===== src/core/dtp_consts.svh =====
// Register indices, field positions, select codes and taps of the timer pair
// Definitions only; included by every design module
`ifndef DTP_CONSTS_SVH
`define DTP_CONSTS_SVH
// Register indices; byte address is four times the index
`define DTP_IDX_CMP_B 8'h22
`define DTP_IDX_CNT_B 8'h23
`define DTP_IDX_ASYNC 8'h26
`define DTP_IDX_CTRL_B 8'h27
`define DTP_IDX_SFR 8'h30
`define DTP_IDX_CMP_A 8'h31
`define DTP_IDX_CNT_A 8'h32
`define DTP_IDX_CTRL_A 8'h33
`define DTP_IDX_FLAG 8'h38
`define DTP_IDX_MASK 8'h39
`define DTP_IDX_DIR 8'h3A
// Control register fields
`define DTP_B_FORCE 7
`define DTP_B_PWM 6
`define DTP_B_COMH 5
`define DTP_B_COML 4
`define DTP_B_CTC 3
`define DTP_CTRL_WMASK 8'h7F
// Special function register fields
`define DTP_B_SHR_RST 0
`define DTP_B_ASY_RST 1
// Flag register fields
`define DTP_F_CMP_A 1
// Clock select codes
`define DTP_CS_STOP 3'h0
`define DTP_CS_DIV1 3'h1
`define DTP_CS_EXTF 3'h6
`define DTP_CS_EXTR 3'h7
// Prescaler width and taps, tap k divides by 2**(k+1)
`define DTP_PSC_W 10
`define DTP_TAP_8 2
`define DTP_TAP_32 4
`define DTP_TAP_64 5
`define DTP_TAP_128 6
`define DTP_TAP_256 7
`define DTP_TAP_1024 9
// Counter limits
`define DTP_CNT_TOP 8'hFF
`define DTP_CNT_BOT 8'h00
`endif


===== src/core/dtp_pkg.sv =====
// Types of the dual 8-bit timer block
// Used by every design module; holds no logic
package dtp_pkg;
   // Bus phase, Gray along idle to either data phase
   typedef enum logic [1:0] {DTP_BS_IDLE = 2'h0, DTP_BS_WR = 2'h1, DTP_BS_RD = 2'h2} dtp_bus_e;
   // State of one timer unit
   typedef struct packed {
      logic [7:0] cnt;
      logic [7:0] cmpAct;
      logic [7:0] cmpHold;
      logic down;
      logic counted;
      logic pin;
   } dtp_tmr_s;
   // State of the top level
   typedef struct packed {
      dtp_bus_e bus;
      logic [7:0] idx;
      logic [7:0] rd;
      logic rdy;
      logic resp;
      logic [7:0] ctrlA;
      logic [7:0] ctrlB;
      logic [3:0] flags;
      logic [3:0] mask;
      logic [1:0] dir;
      logic asyncSel;
      logic pendB;
      logic detach;
      logic pinA;
      logic oeA;
      logic pinB;
      logic oeB;
      logic [2:0] oscSync;
      logic [2:0] extSync;
   } dtp_top_s;
endpackage


===== src/core/dtp_tmr_if.sv =====
// Link between the register file and one timer unit
// Both ends run on the system clock
`timescale 1ns/1ps
interface dtp_tmr_if;
   logic tick;
   logic cntWr;
   logic cmpWr;
   logic forceCmp;
   logic [7:0] cfg;
   logic [7:0] wdata;
   logic [7:0] cnt;
   logic [7:0] cmp;
   logic matchEv;
   logic ovfEv;
   logic pin;
   modport ctl (output tick, cntWr, cmpWr, forceCmp, cfg, wdata,
      input cnt, cmp, matchEv, ovfEv, pin);
   modport unit (input tick, cntWr, cmpWr, forceCmp, cfg, wdata,
      output cnt, cmp, matchEv, ovfEv, pin);
endinterface


===== src/core/dtp_top.sv =====
// Dual 8-bit timer/counter pair with prescalers behind an AHB-Lite slave
// Assumes one system clock at 40 MHz and a single AHB-Lite master
//
// Behaviour
// - Shared prescaler is a 10-bit divider with taps /8, /64, /256, /1024.
// - Timer A may also run undivided, from the external pin, or stop.
// - Shared prescaler reset bit restarts the divider and always reads zero.
// - Timer B prescaler reset self-clears; in async mode reads one until done.
// - Timer B source is the system clock, or the oscillator pin in async mode.
// - Async mode detaches both oscillator pins from their port function.
// - Upper six bits of the special function register read zero.
// - External count pin is sampled on clk; edges at least a period apart.
// - Overflow and match flags share one register; enables share another.
// - Force applies the pin action now; no flag, no clear, not in PWM.
// - Mode written with force takes effect from the next match.
// - PWM enable bit selects PWM operation, else normal counting.
// - Outside PWM, modes 00 off, 01 toggle, 10 low, 11 high.
// - Compare pin drives only while its direction bit selects output.
// - Outside PWM, clear-on-match returns counter to zero the cycle after a match.
// - Without clear-on-match the counter runs on past a match.
// - In PWM, clear-on-match off counts up/down; on wraps after 0xFF.
// - Timer A codes: stop, clk, /8, /64, /256, /1024, pin fall, pin rise.
// - Timer B codes: stop, then source /1, /8, /32, /64, /128, /256, /1024.
// - PWM modes: 0x off; 10/11 set or clear by match and overflow, or by up and down matches.
// - In PWM, compare writes are held and copied in at counter 0xFF.
//
// Our own choice: the AHB-Lite interface to the registers.
`timescale 1ns/1ps
`include "dtp_consts.svh"
module dtp_top
(
   input wire logic clk, // System clock
   input wire logic rstn, // Reset, active low
   input wire logic hsel, // AHB slave select
   input wire logic [31:0] haddr, // AHB address
   input wire logic [1:0] htrans, // AHB transfer type
   input wire logic hwrite, // AHB write
   input wire logic [2:0] hsize, // AHB size, word only
   input wire logic [31:0] hwdata, // AHB write data
   input wire logic hready, // AHB bus ready
   output logic hreadyout, // AHB slave ready
   output logic [31:0] hrdata, // AHB read data
   output logic hresp, // AHB response, always OKAY
   input wire logic oscPinIn, // Oscillator pin, async source
   input wire logic extCountPin, // External count pin of timer A
   output logic cmpPinA, // Compare output of timer A
   output logic cmpPinAOe, // Drive enable of timer A pin
   output logic cmpPinB, // Compare output of timer B
   output logic cmpPinBOe, // Drive enable of timer B pin
   output logic oscPinsDetach // Both oscillator pins leave the port
);
   import dtp_pkg::*;

   // ----------------------------------------------------------------
   // Reset release
   // ----------------------------------------------------------------
   logic [1:0] rstSync_ff;
   logic rstSn;

   // Assert at once, release two edges later
   always_ff @(posedge clk or negedge rstn)
   begin
      if (!rstn)
         rstSync_ff <= 2'h0;
      else
         rstSync_ff <= {rstSync_ff[0], 1'b1};
   end
   assign rstSn = rstSync_ff[1];

   // ----------------------------------------------------------------
   // Declarations
   // ----------------------------------------------------------------
   dtp_top_s st_ff;
   dtp_top_s nxt_st;
   dtp_tmr_if tA();
   dtp_tmr_if tB();
   logic [`DTP_PSC_W-1:0] pscATap;
   logic [`DTP_PSC_W-1:0] pscBTap;
   logic inRange;
   logic [7:0] aIdx;
   logic [7:0] rdVal;
   logic wrEn;
   logic [7:0] wd;
   logic pscAClr;
   logic pscBClr;
   logic asyRstWr;
   logic timerBPrescSrc;
   logic extRise;
   logic extFall;
   logic tickA;
   logic tickB;
   logic [2:0] csA;
   logic [2:0] csB;
   logic pwmA;
   logic ctcA;
   logic connA;
   logic connB;
   logic [3:0] flagSet;
   logic [3:0] flagClr;

   // ----------------------------------------------------------------
   // Bus decode
   // ----------------------------------------------------------------
   // Out-of-range addresses fold onto an unused index and read zero
   assign inRange = (haddr[31:10] == 22'h00_0000) && (haddr[1:0] == 2'h0);
   assign aIdx = inRange ? haddr[9:2] : 8'h00;
   assign wrEn = (st_ff.bus == DTP_BS_WR);
   assign wd = hwdata[7:0];
   assign asyRstWr = wrEn && st_ff.idx == `DTP_IDX_SFR && wd[`DTP_B_ASY_RST];
   assign flagClr = (wrEn && st_ff.idx == `DTP_IDX_FLAG) ? wd[3:0] : 4'h0;

   // Read data is taken in the address phase, so reads add no wait state
   always_comb
   begin
      case (aIdx)
         `DTP_IDX_CTRL_A: rdVal = st_ff.ctrlA;
         `DTP_IDX_CTRL_B: rdVal = st_ff.ctrlB;
         `DTP_IDX_SFR: rdVal = {6'h00, st_ff.pendB, 1'b0};
         `DTP_IDX_CNT_A: rdVal = tA.cnt;
         `DTP_IDX_CNT_B: rdVal = tB.cnt;
         `DTP_IDX_CMP_A: rdVal = tA.cmp;
         `DTP_IDX_CMP_B: rdVal = tB.cmp;
         `DTP_IDX_FLAG: rdVal = {4'h0, st_ff.flags};
         `DTP_IDX_MASK: rdVal = {4'h0, st_ff.mask};
         `DTP_IDX_ASYNC: rdVal = {7'h00, st_ff.asyncSel};
         `DTP_IDX_DIR: rdVal = {6'h00, st_ff.dir};
         default: rdVal = 8'h00;
      endcase
   end

   // ----------------------------------------------------------------
   // Prescalers and clock selection
   // ----------------------------------------------------------------
   // shared reset restarts only the divider that feeds timer A
   assign pscAClr = wrEn && st_ff.idx == `DTP_IDX_SFR && wd[`DTP_B_SHR_RST];

   // timer B source, rising oscillator edges in async mode
   // a slow oscillator keeps every edge visible after the sync
   assign timerBPrescSrc = st_ff.asyncSel ? (st_ff.oscSync[1] && !st_ff.oscSync[2]) : 1'b1;

   // sync mode resets at once, async at the next source edge
   assign pscBClr = (asyRstWr && !st_ff.asyncSel) || (st_ff.pendB && timerBPrescSrc);

   // shared ten-bit divider of the system clock
   dtp_prescaler #(.W(`DTP_PSC_W)) uPscA (
      .clk(clk),
      .rstSn(rstSn),
      .clr(pscAClr),
      .en(1'b1),
      .tap(pscATap)
   );

   dtp_prescaler #(.W(`DTP_PSC_W)) uPscB (
      .clk(clk),
      .rstSn(rstSn),
      .clr(pscBClr),
      .en(timerBPrescSrc),
      .tap(pscBTap)
   );

   // pin edges taken from the synchronised copy only
   assign extRise = st_ff.extSync[1] && !st_ff.extSync[2];
   assign extFall = !st_ff.extSync[1] && st_ff.extSync[2];
   assign csA = st_ff.ctrlA[2:0];
   assign csB = st_ff.ctrlB[2:0];

   always_comb
   begin
      case (csA)
         `DTP_CS_STOP: tickA = 1'b0;
         `DTP_CS_DIV1: tickA = 1'b1;
         3'h2: tickA = pscATap[`DTP_TAP_8];
         3'h3: tickA = pscATap[`DTP_TAP_64];
         3'h4: tickA = pscATap[`DTP_TAP_256];
         3'h5: tickA = pscATap[`DTP_TAP_1024];
         `DTP_CS_EXTF: tickA = extFall;
         `DTP_CS_EXTR: tickA = extRise;
         default: tickA = 1'b0;
      endcase
   end

   always_comb
   begin
      case (csB)
         `DTP_CS_STOP: tickB = 1'b0;
         `DTP_CS_DIV1: tickB = timerBPrescSrc;
         3'h2: tickB = pscBTap[`DTP_TAP_8];
         3'h3: tickB = pscBTap[`DTP_TAP_32];
         3'h4: tickB = pscBTap[`DTP_TAP_64];
         3'h5: tickB = pscBTap[`DTP_TAP_128];
         3'h6: tickB = pscBTap[`DTP_TAP_256];
         3'h7: tickB = pscBTap[`DTP_TAP_1024];
         default: tickB = 1'b0;
      endcase
   end

   // ----------------------------------------------------------------
   // Timer units
   // ----------------------------------------------------------------
   // PWM and clear-on-match bits steer the units
   assign tA.cfg = st_ff.ctrlA;
   assign tB.cfg = st_ff.ctrlB;
   assign tA.tick = tickA;
   assign tB.tick = tickB;
   assign tA.wdata = wd;
   assign tB.wdata = wd;
   assign tA.cntWr = wrEn && st_ff.idx == `DTP_IDX_CNT_A;
   assign tB.cntWr = wrEn && st_ff.idx == `DTP_IDX_CNT_B;
   assign tA.cmpWr = wrEn && st_ff.idx == `DTP_IDX_CMP_A;
   assign tB.cmpWr = wrEn && st_ff.idx == `DTP_IDX_CMP_B;
   // force sees the mode still held, new mode lands this edge
   assign tA.forceCmp = wrEn && st_ff.idx == `DTP_IDX_CTRL_A && wd[`DTP_B_FORCE];
   assign tB.forceCmp = wrEn && st_ff.idx == `DTP_IDX_CTRL_B && wd[`DTP_B_FORCE];

   dtp_timer uTimerA (
      .clk(clk),
      .rstSn(rstSn),
      .tif(tA.unit)
   );

   dtp_timer uTimerB (
      .clk(clk),
      .rstSn(rstSn),
      .tif(tB.unit)
   );

   assign pwmA = st_ff.ctrlA[`DTP_B_PWM];
   assign ctcA = st_ff.ctrlA[`DTP_B_CTC];
   // PWM modes 0x are off; normal mode only 00 is off
   assign connA = pwmA ? st_ff.ctrlA[`DTP_B_COMH] : (st_ff.ctrlA[5:4] != 2'h0);
   assign connB = st_ff.ctrlB[`DTP_B_PWM] ? st_ff.ctrlB[`DTP_B_COMH]
      : (st_ff.ctrlB[5:4] != 2'h0);
   assign flagSet = {tB.matchEv, tB.ovfEv, tA.matchEv, tA.ovfEv};

   // ----------------------------------------------------------------
   // Register file and bus state
   // ----------------------------------------------------------------
   always_comb
   begin
      nxt_st = st_ff;
      nxt_st.rdy = 1'b1;
      nxt_st.resp = 1'b0;
      nxt_st.oscSync = {st_ff.oscSync[1:0], oscPinIn};
      nxt_st.extSync = {st_ff.extSync[1:0], extCountPin};
      nxt_st.bus = DTP_BS_IDLE;
      if (hsel && htrans[1] && hready)
      begin
         nxt_st.bus = hwrite ? DTP_BS_WR : DTP_BS_RD;
         nxt_st.idx = aIdx;
         nxt_st.rd = rdVal;
      end
      if (wrEn)
      begin
         case (st_ff.idx)
            `DTP_IDX_CTRL_A: nxt_st.ctrlA = wd & `DTP_CTRL_WMASK;
            `DTP_IDX_CTRL_B: nxt_st.ctrlB = wd & `DTP_CTRL_WMASK;
            `DTP_IDX_MASK: nxt_st.mask = wd[3:0];
            `DTP_IDX_ASYNC: nxt_st.asyncSel = wd[0];
            `DTP_IDX_DIR: nxt_st.dir = wd[1:0];
            default: nxt_st.dir = st_ff.dir;
         endcase
      end
      // shared flags, a new event wins over a clear
      nxt_st.flags = (st_ff.flags & ~flagClr) | flagSet;
      // pending request ends on the oscillator edge
      if (!st_ff.asyncSel)
         nxt_st.pendB = 1'b0;
      else if (asyRstWr)
         nxt_st.pendB = 1'b1;
      else if (st_ff.pendB && timerBPrescSrc)
         nxt_st.pendB = 1'b0;
      // oscillator pins leave the port in async mode
      nxt_st.detach = st_ff.asyncSel;
      // pin driven only with direction set to output
      nxt_st.pinA = tA.pin;
      nxt_st.oeA = st_ff.dir[0] && connA;
      nxt_st.pinB = tB.pin;
      nxt_st.oeB = st_ff.dir[1] && connB;
   end

   always_ff @(posedge clk or negedge rstSn)
   begin
      if (!rstSn)
         st_ff <= '0;
      else
         st_ff <= nxt_st;
   end

   // Every output straight from the state register
   assign hreadyout = st_ff.rdy;
   assign hresp = st_ff.resp;
   assign hrdata = {24'h00_0000, st_ff.rd};
   assign cmpPinA = st_ff.pinA;
   assign cmpPinAOe = st_ff.oeA;
   assign cmpPinB = st_ff.pinB;
   assign cmpPinBOe = st_ff.oeB;
   assign oscPinsDetach = st_ff.detach;
endmodule


===== src/core/dtp_prescaler.sv =====
// Free-running binary prescaler with one tick output per bit
// Assumes en is a one-cycle source edge on the system clock
`timescale 1ns/1ps
`include "dtp_consts.svh"
module dtp_prescaler
#(
   parameter int W = `DTP_PSC_W // Divider width
)
(
   input wire logic clk, // System clock
   input wire logic rstSn, // Synchronised reset, active low
   input wire logic clr, // Restart from zero
   input wire logic en, // Source edge, one cycle
   output logic [W-1:0] tap // Tick every 2**(k+1) source edges
);
   import dtp_pkg::*;
   logic [W-1:0] cnt_ff;
   logic [W-1:0] nxt_cnt;

   // Taps up to divide-by-1024 need ten bits
   if (W < `DTP_PSC_W)
   begin : g_chk
      $error("Prescaler narrower than ten bits");
   end

   // One tap per bit, suppressed while restarting
   for (genvar k = 0; k < W; k++)
   begin : g_tap
      assign tap[k] = en && !clr && (&cnt_ff[k:0]);
   end

   // Clear wins over counting
   always_comb
   begin
      nxt_cnt = clr ? '0 : (en ? cnt_ff + 1'b1 : cnt_ff);
   end

   always_ff @(posedge clk or negedge rstSn)
   begin
      if (!rstSn)
         cnt_ff <= '0;
      else
         cnt_ff <= nxt_cnt;
   end
endmodule


===== src/core/dtp_timer.sv =====
// One 8-bit timer/counter: counter, compare, PWM and compare pin action
// Assumes tick, writes and force are one-cycle pulses on the system clock
`timescale 1ns/1ps
`include "dtp_consts.svh"
module dtp_timer
(
   input wire logic clk, // System clock
   input wire logic rstSn, // Synchronised reset, active low
   dtp_tmr_if.unit tif // Register file side
);
   import dtp_pkg::*;
   dtp_tmr_s st_ff;
   dtp_tmr_s nxt_st;
   logic pwm;
   logic ctc;
   logic act;
   logic [1:0] mode;

   assign tif.cnt = st_ff.cnt;
   assign tif.cmp = st_ff.cmpHold;
   assign tif.pin = st_ff.pin;

   // Counter, compare and pin; a software write never makes a match
   always_comb
   begin
      pwm = tif.cfg[`DTP_B_PWM];
      ctc = tif.cfg[`DTP_B_CTC];
      mode = tif.cfg[`DTP_B_COMH:`DTP_B_COML];
      nxt_st = st_ff;
      nxt_st.counted = 1'b0;
      tif.matchEv = st_ff.counted && (st_ff.cnt == st_ff.cmpAct);
      tif.ovfEv = 1'b0;
      act = tif.matchEv || (tif.forceCmp && !pwm);
      if (tif.cntWr)
         nxt_st.cnt = tif.wdata;
      else if (tif.matchEv && ctc && !pwm)
         nxt_st.cnt = `DTP_CNT_BOT;
      else if (tif.tick)
      begin
         nxt_st.counted = 1'b1;
         // turn at the ends in up/down mode
         if (pwm && !ctc && (st_ff.down ? st_ff.cnt == `DTP_CNT_BOT
            : st_ff.cnt == `DTP_CNT_TOP))
            nxt_st.down = !st_ff.down;
         nxt_st.cnt = nxt_st.down ? st_ff.cnt - 8'h01 : st_ff.cnt + 8'h01;
         // plain wrap ignores the compare value
         tif.ovfEv = (pwm && !ctc) ? (st_ff.down && st_ff.cnt == `DTP_CNT_BOT)
            : (st_ff.cnt == `DTP_CNT_TOP);
      end
      if (!pwm || ctc)
         nxt_st.down = 1'b0;
      // buffered compare value taken at top
      if (pwm && st_ff.counted && st_ff.cnt == `DTP_CNT_TOP)
         nxt_st.cmpAct = st_ff.cmpHold;
      if (tif.cmpWr)
      begin
         nxt_st.cmpHold = tif.wdata;
         if (!pwm)
            nxt_st.cmpAct = tif.wdata;
      end
      // PWM pin actions by match and overflow
      if (pwm)
      begin
         if (tif.matchEv && mode[1])
            nxt_st.pin = ctc ? mode[0] : (st_ff.down ^ mode[0]);
         else if (tif.ovfEv && ctc && mode[1])
            nxt_st.pin = !mode[0];
      end
      // normal mode pin actions, old mode on force
      else if (act)
      begin
         case (mode)
            2'h1: nxt_st.pin = !st_ff.pin;
            2'h2: nxt_st.pin = 1'b0;
            2'h3: nxt_st.pin = 1'b1;
            default: nxt_st.pin = st_ff.pin;
         endcase
      end
   end

   always_ff @(posedge clk or negedge rstSn)
   begin
      if (!rstSn)
         st_ff <= '0;
      else
         st_ff <= nxt_st;
   end
endmodule


===== config.mk =====
export PLATFORM = sky130hd
export DESIGN_NAME = dtp_top
export DESIGN_NICKNAME = d
export VERILOG_FILES = /design/src/core/dtp_pkg.sv /design/src/core/dtp_tmr_if.sv /design/src/core/dtp_top.sv /design/src/core/dtp_prescaler.sv /design/src/core/dtp_timer.sv
export VERILOG_INCLUDE_DIRS = /design/src /design/src/core
export SDC_FILE = /design/constraint.sdc
export NUM_CORES = 1
export LEC_CHECK = 0
export BUFFER_PORTS_ARGS = -buffer_cell sky130_fd_sc_hd__buf_2
export CORE_MARGIN = 2
export CORE_UTILIZATION = 50
export DETAILED_ROUTE_END_ITERATION = 6
export PLACE_DENSITY_LB_ADDON = 0.12
export SLEW_MARGIN = 5
export SYNTH_ARGS = -nofsm -noshare
export SYNTH_HDL_FRONTEND = slang
export SYNTH_SLANG_ARGS = --single-unit

===== constraint.sdc =====
create_clock -name clk -period 7 [get_ports clk]
set_input_delay 0.7 -clock clk [delete_from_list [all_inputs] [get_ports clk]]
set_output_delay 0.7 -clock clk [all_outputs]
set_load 0.01 [all_outputs]

==> metrics <==
status finished, final reports clean; initial antenna violation count 0; drc violations 0; Max Clock Freq 301 MHz; Overall Global Routing Usage 24.7%; Synth Area per Inst 9.46 um2; Worst EP arrival 3.62 ns; Inserted Clock Buffers 17; Synth Instances 786; Post-CTS Setup Inserts 0; I/O Pins 115; Layout Skew 0.00839 ns; Sink Count 132; final wirelength 19100 um; worst slew pin tran 0.952 ns; Final min period 3.32 ns; cts repair resizes 0; vias in the first global route 5909; Gate power share 14.1%; Area Overhead vs Synth 12.4%; Core ar. 14500 um2; Seq pwr share 43.1%; NetSw 0.597 mW; num rows 44; Starting Density 51.2%; number of diodes 0; CTS Root Cell clkbuf_16; final setup TNS 0 ns; register area share after synthesis 44.4%; routability cong. 0.899; die area 15900 um2; Post-synth ARST share 100%; Final Cycle Share 47.4%; Yosys cell types 66; design area 8360 um2; first-pass GRT wire length 30800 um; DP Area 7740 um2; Worst slew margin 36.5%; CP Max Fanout 7; largest net degree at the start of global routing 76; worst min-delay path category input pin to async pin; Die Wd 126 um; unrepaired setup endpoints after global routing no; Post-synth EDFFs 0; Pwr Density 259 nW/um2; PortBufs 61; Setup WS post-layout 3.68 ns; internal power 1.57 mW; Final Max Tran Viols 0; Sw Ratio 27.5%; worst endpoint required time 7.30 ns; TritonCTS clock tree done; DR iter-0 viols 526; Clock H-tree levels 4; Setup WS pre-CTS 3.73 ns; Most used DFF post-synth dfrtp_1; Synth Warn # 0; Max-Cap Viols 0; Seq cells post-synth 132; Worst VDD drop 0.161 mV; Reg clk slew, reported paths 0.06 ns; via count 5934; Netlist Area Pre-Place 7440 um2; CP Launch Type register; Clk Latency, worst-skew pair 0.42 ns; Clock Tree Buf Depth 2; Crit Path Category register to register; Layout Nets 931; Hold Vio Cnt, Final 0; fraction of layout cells with a size suffix above 1 16.8%; CP Capture Type register; Via density 5.76; dpl hpwl 13600 um; final setup violation count 0; WL per Instance 18.5 um; Leakage 3.81 nW; Hold-fix buffers, CTS 0; grt total ovfl 0; DRT Pass-1 Iters 5; Die H 126 um; Clock power frac 42.8%; Routed Antenna Nets 0
==> metrics by stage <==
stage / hold slack, ns / utilization, % / power (mW) / std cells
2_1_floorplan: 0.331 / - / 1.16 / 811
3_3_place_gp: 0.334 / 53.3 / 1.23 / 999
3_5_place_dp: 0.336 / 53.3 / 1.25 / 999
4_1_cts: 0.0390 / 57.5 / 2.18 / 1031
5_1_grt: 0.0378 / 57.5 / 2.27 / 1031
6_report: 0.0533 / 57.5 / 2.17 / 1031
==> kinds of logic after synthesis <==
kind of cell | synth area share, %
AO/OA/AOI/OAI | 12.7
XOR/XNOR | 4.59
adder cells (fa/ha/maj) | 3.74
buffers and inverters | 6.26
flip-flops | 44.4
multiplexers | 8.83
other | 0.101
AND/OR/NAND/NOR | 19.3
==> power by group through the flow <==
stage	sequential, mW	combinational, mW	clock [mW]
after floorplan	0.910	0.246	0
after global placement	0.942	0.292	0
after detailed placement	0.946	0.303	0
after CTS	0.933	0.307	0.940
after global routing	0.943	0.348	0.981
final	0.934	0.306	0.926
==> final cells by class <==
| cell class | count | area, um2 |
|---|---|---|
| multi-input cells | 589 | 3770 |
| fillers | 1299 | 6180 |
| clock inverters | 8 | 121 |
| well taps | 184 | 230 |
| inverters | 30 | 113 |
| repair buffers | 64 | 328 |
| flip-flops and latches | 132 | 3310 |
| clock buffers | 24 | 492 |
==> placed cells by master (no fill, tap or decap), types with 5 or more instances in the layout <==
cell,count
nor2_1,78
and2_1,8
nand3_1,26
mux2_2,36
ha_1,19
nor3_1,14
a21oi_1,34
nand2b_1,5
dfrtp_1,131
nand2_1,86
nor2b_1,16
nand4_1,11
buf_2,61
mux2i_1,24
nand3b_1,6
o21ai_0,29
a22oi_1,15
o221ai_1,5
inv_1,30
conb_1,27
o21ai_1,9
nor4_1,11
a31oi_1,5
xnor2_1,23
a221oi_1,5
o22ai_1,14
xor2_1,16
clkbuf_16,17
and3_1,12
==> worst max-delay path, stage by stage (launching register included) <==
cell	delay, ns
dfrtp_1	0.49
nor4_1	0.32
nand3b_1	0.13
a21oi_1	0.32
inv_1	0.23
ha_1	0.38
nor2b_1	0.16
o21ai_0	0.23
a21oi_1	0.12
o21a_1	0.18
or3_1	0.31
a211oi_1	0.25
nor2_1	0.08
==> flip-flops by register name, indices dropped and copies added (netlist names), 8 cells and up <==
name / count
hrdata: 8
uTimerB.tif.cnt: 8
uTimerB.st_ff: 10
uTimerA.tif.cnt: 8
uTimerB.tif.cmp: 8
uTimerA.tif.cmp: 8
uPscB.cnt_ff: 10
uPscA.cnt_ff: 10
uTimerA.st_ff: 10
st_ff: 23
==> routing by layer <==
metal | share of wire [%] | up-vias | track usage [%] | wire [um]
met4 | 1.5 | 0 | 8.60 | 281
met1 | 45 | 2917 | 32.9 | 8490
li1 | - | 2815 | - | -
met5 | 0 | - | 0 | 0
met2 | 48 | 179 | 40.5 | 9210
met3 | 5.6 | 23 | 5.06 | 1080
==> synthesized netlist by cell type (all sizes together) (3+ instances only) <==
cell type / n / area, um2
a211oi: 3 / 22.5
a21o: 4 / 30.0
a21oi: 34 / 170
a221oi: 5 / 43.8
a22oi: 15 / 113
a31oi: 5 / 31.3
and2: 8 / 50.1
and3: 12 / 75.1
buf: 38 / 270
clkbuf: 22 / 82.6
dfrtp: 132 / 3300
ha: 19 / 238
inv: 30 / 113
mux2: 37 / 417
mux2i: 24 / 240
nand2: 86 / 323
nand2b: 5 / 31.3
nand3: 26 / 130
nand3b: 6 / 45.0
nand4: 11 / 68.8
nor2: 79 / 299
nor2b: 16 / 100
nor3: 14 / 70.1
nor3b: 5 / 42.5
nor4: 12 / 81.3
o21ai: 38 / 190
o221ai: 5 / 43.8
o22ai: 14 / 87.6
o31ai: 4 / 40.0
xnor2: 23 / 201
xor2: 16 / 140
==> path summary, 6_finish.rpt <==
| check | startpoint | endpoint | slack (ns) | cells past startpoint |
|---|---|---|---|---|
| hold / removal | rstn | rstSync_ff[1] | 0.05 | 1 |
| min in group clk | nxt_st[1] | nxt_st[2] | 0.34 | 0 |
| setup reg to reg | uTimerA.tif.cnt[0] | uTimerA.tif.cnt[6] | 3.68 | 12 |
| setup / recovery | uTimerA.tif.cnt[0] | uTimerA.tif.cnt[6] | 3.68 | 12 |
| max in group asynchronous | rstSync_ff[1] | uTimerA.tif.cnt[0] | 5.19 | 1 |
| hold reg to reg | nxt_st[1] | nxt_st[2] | 0.34 | 0 |
(Power assumes the default switching activity.)
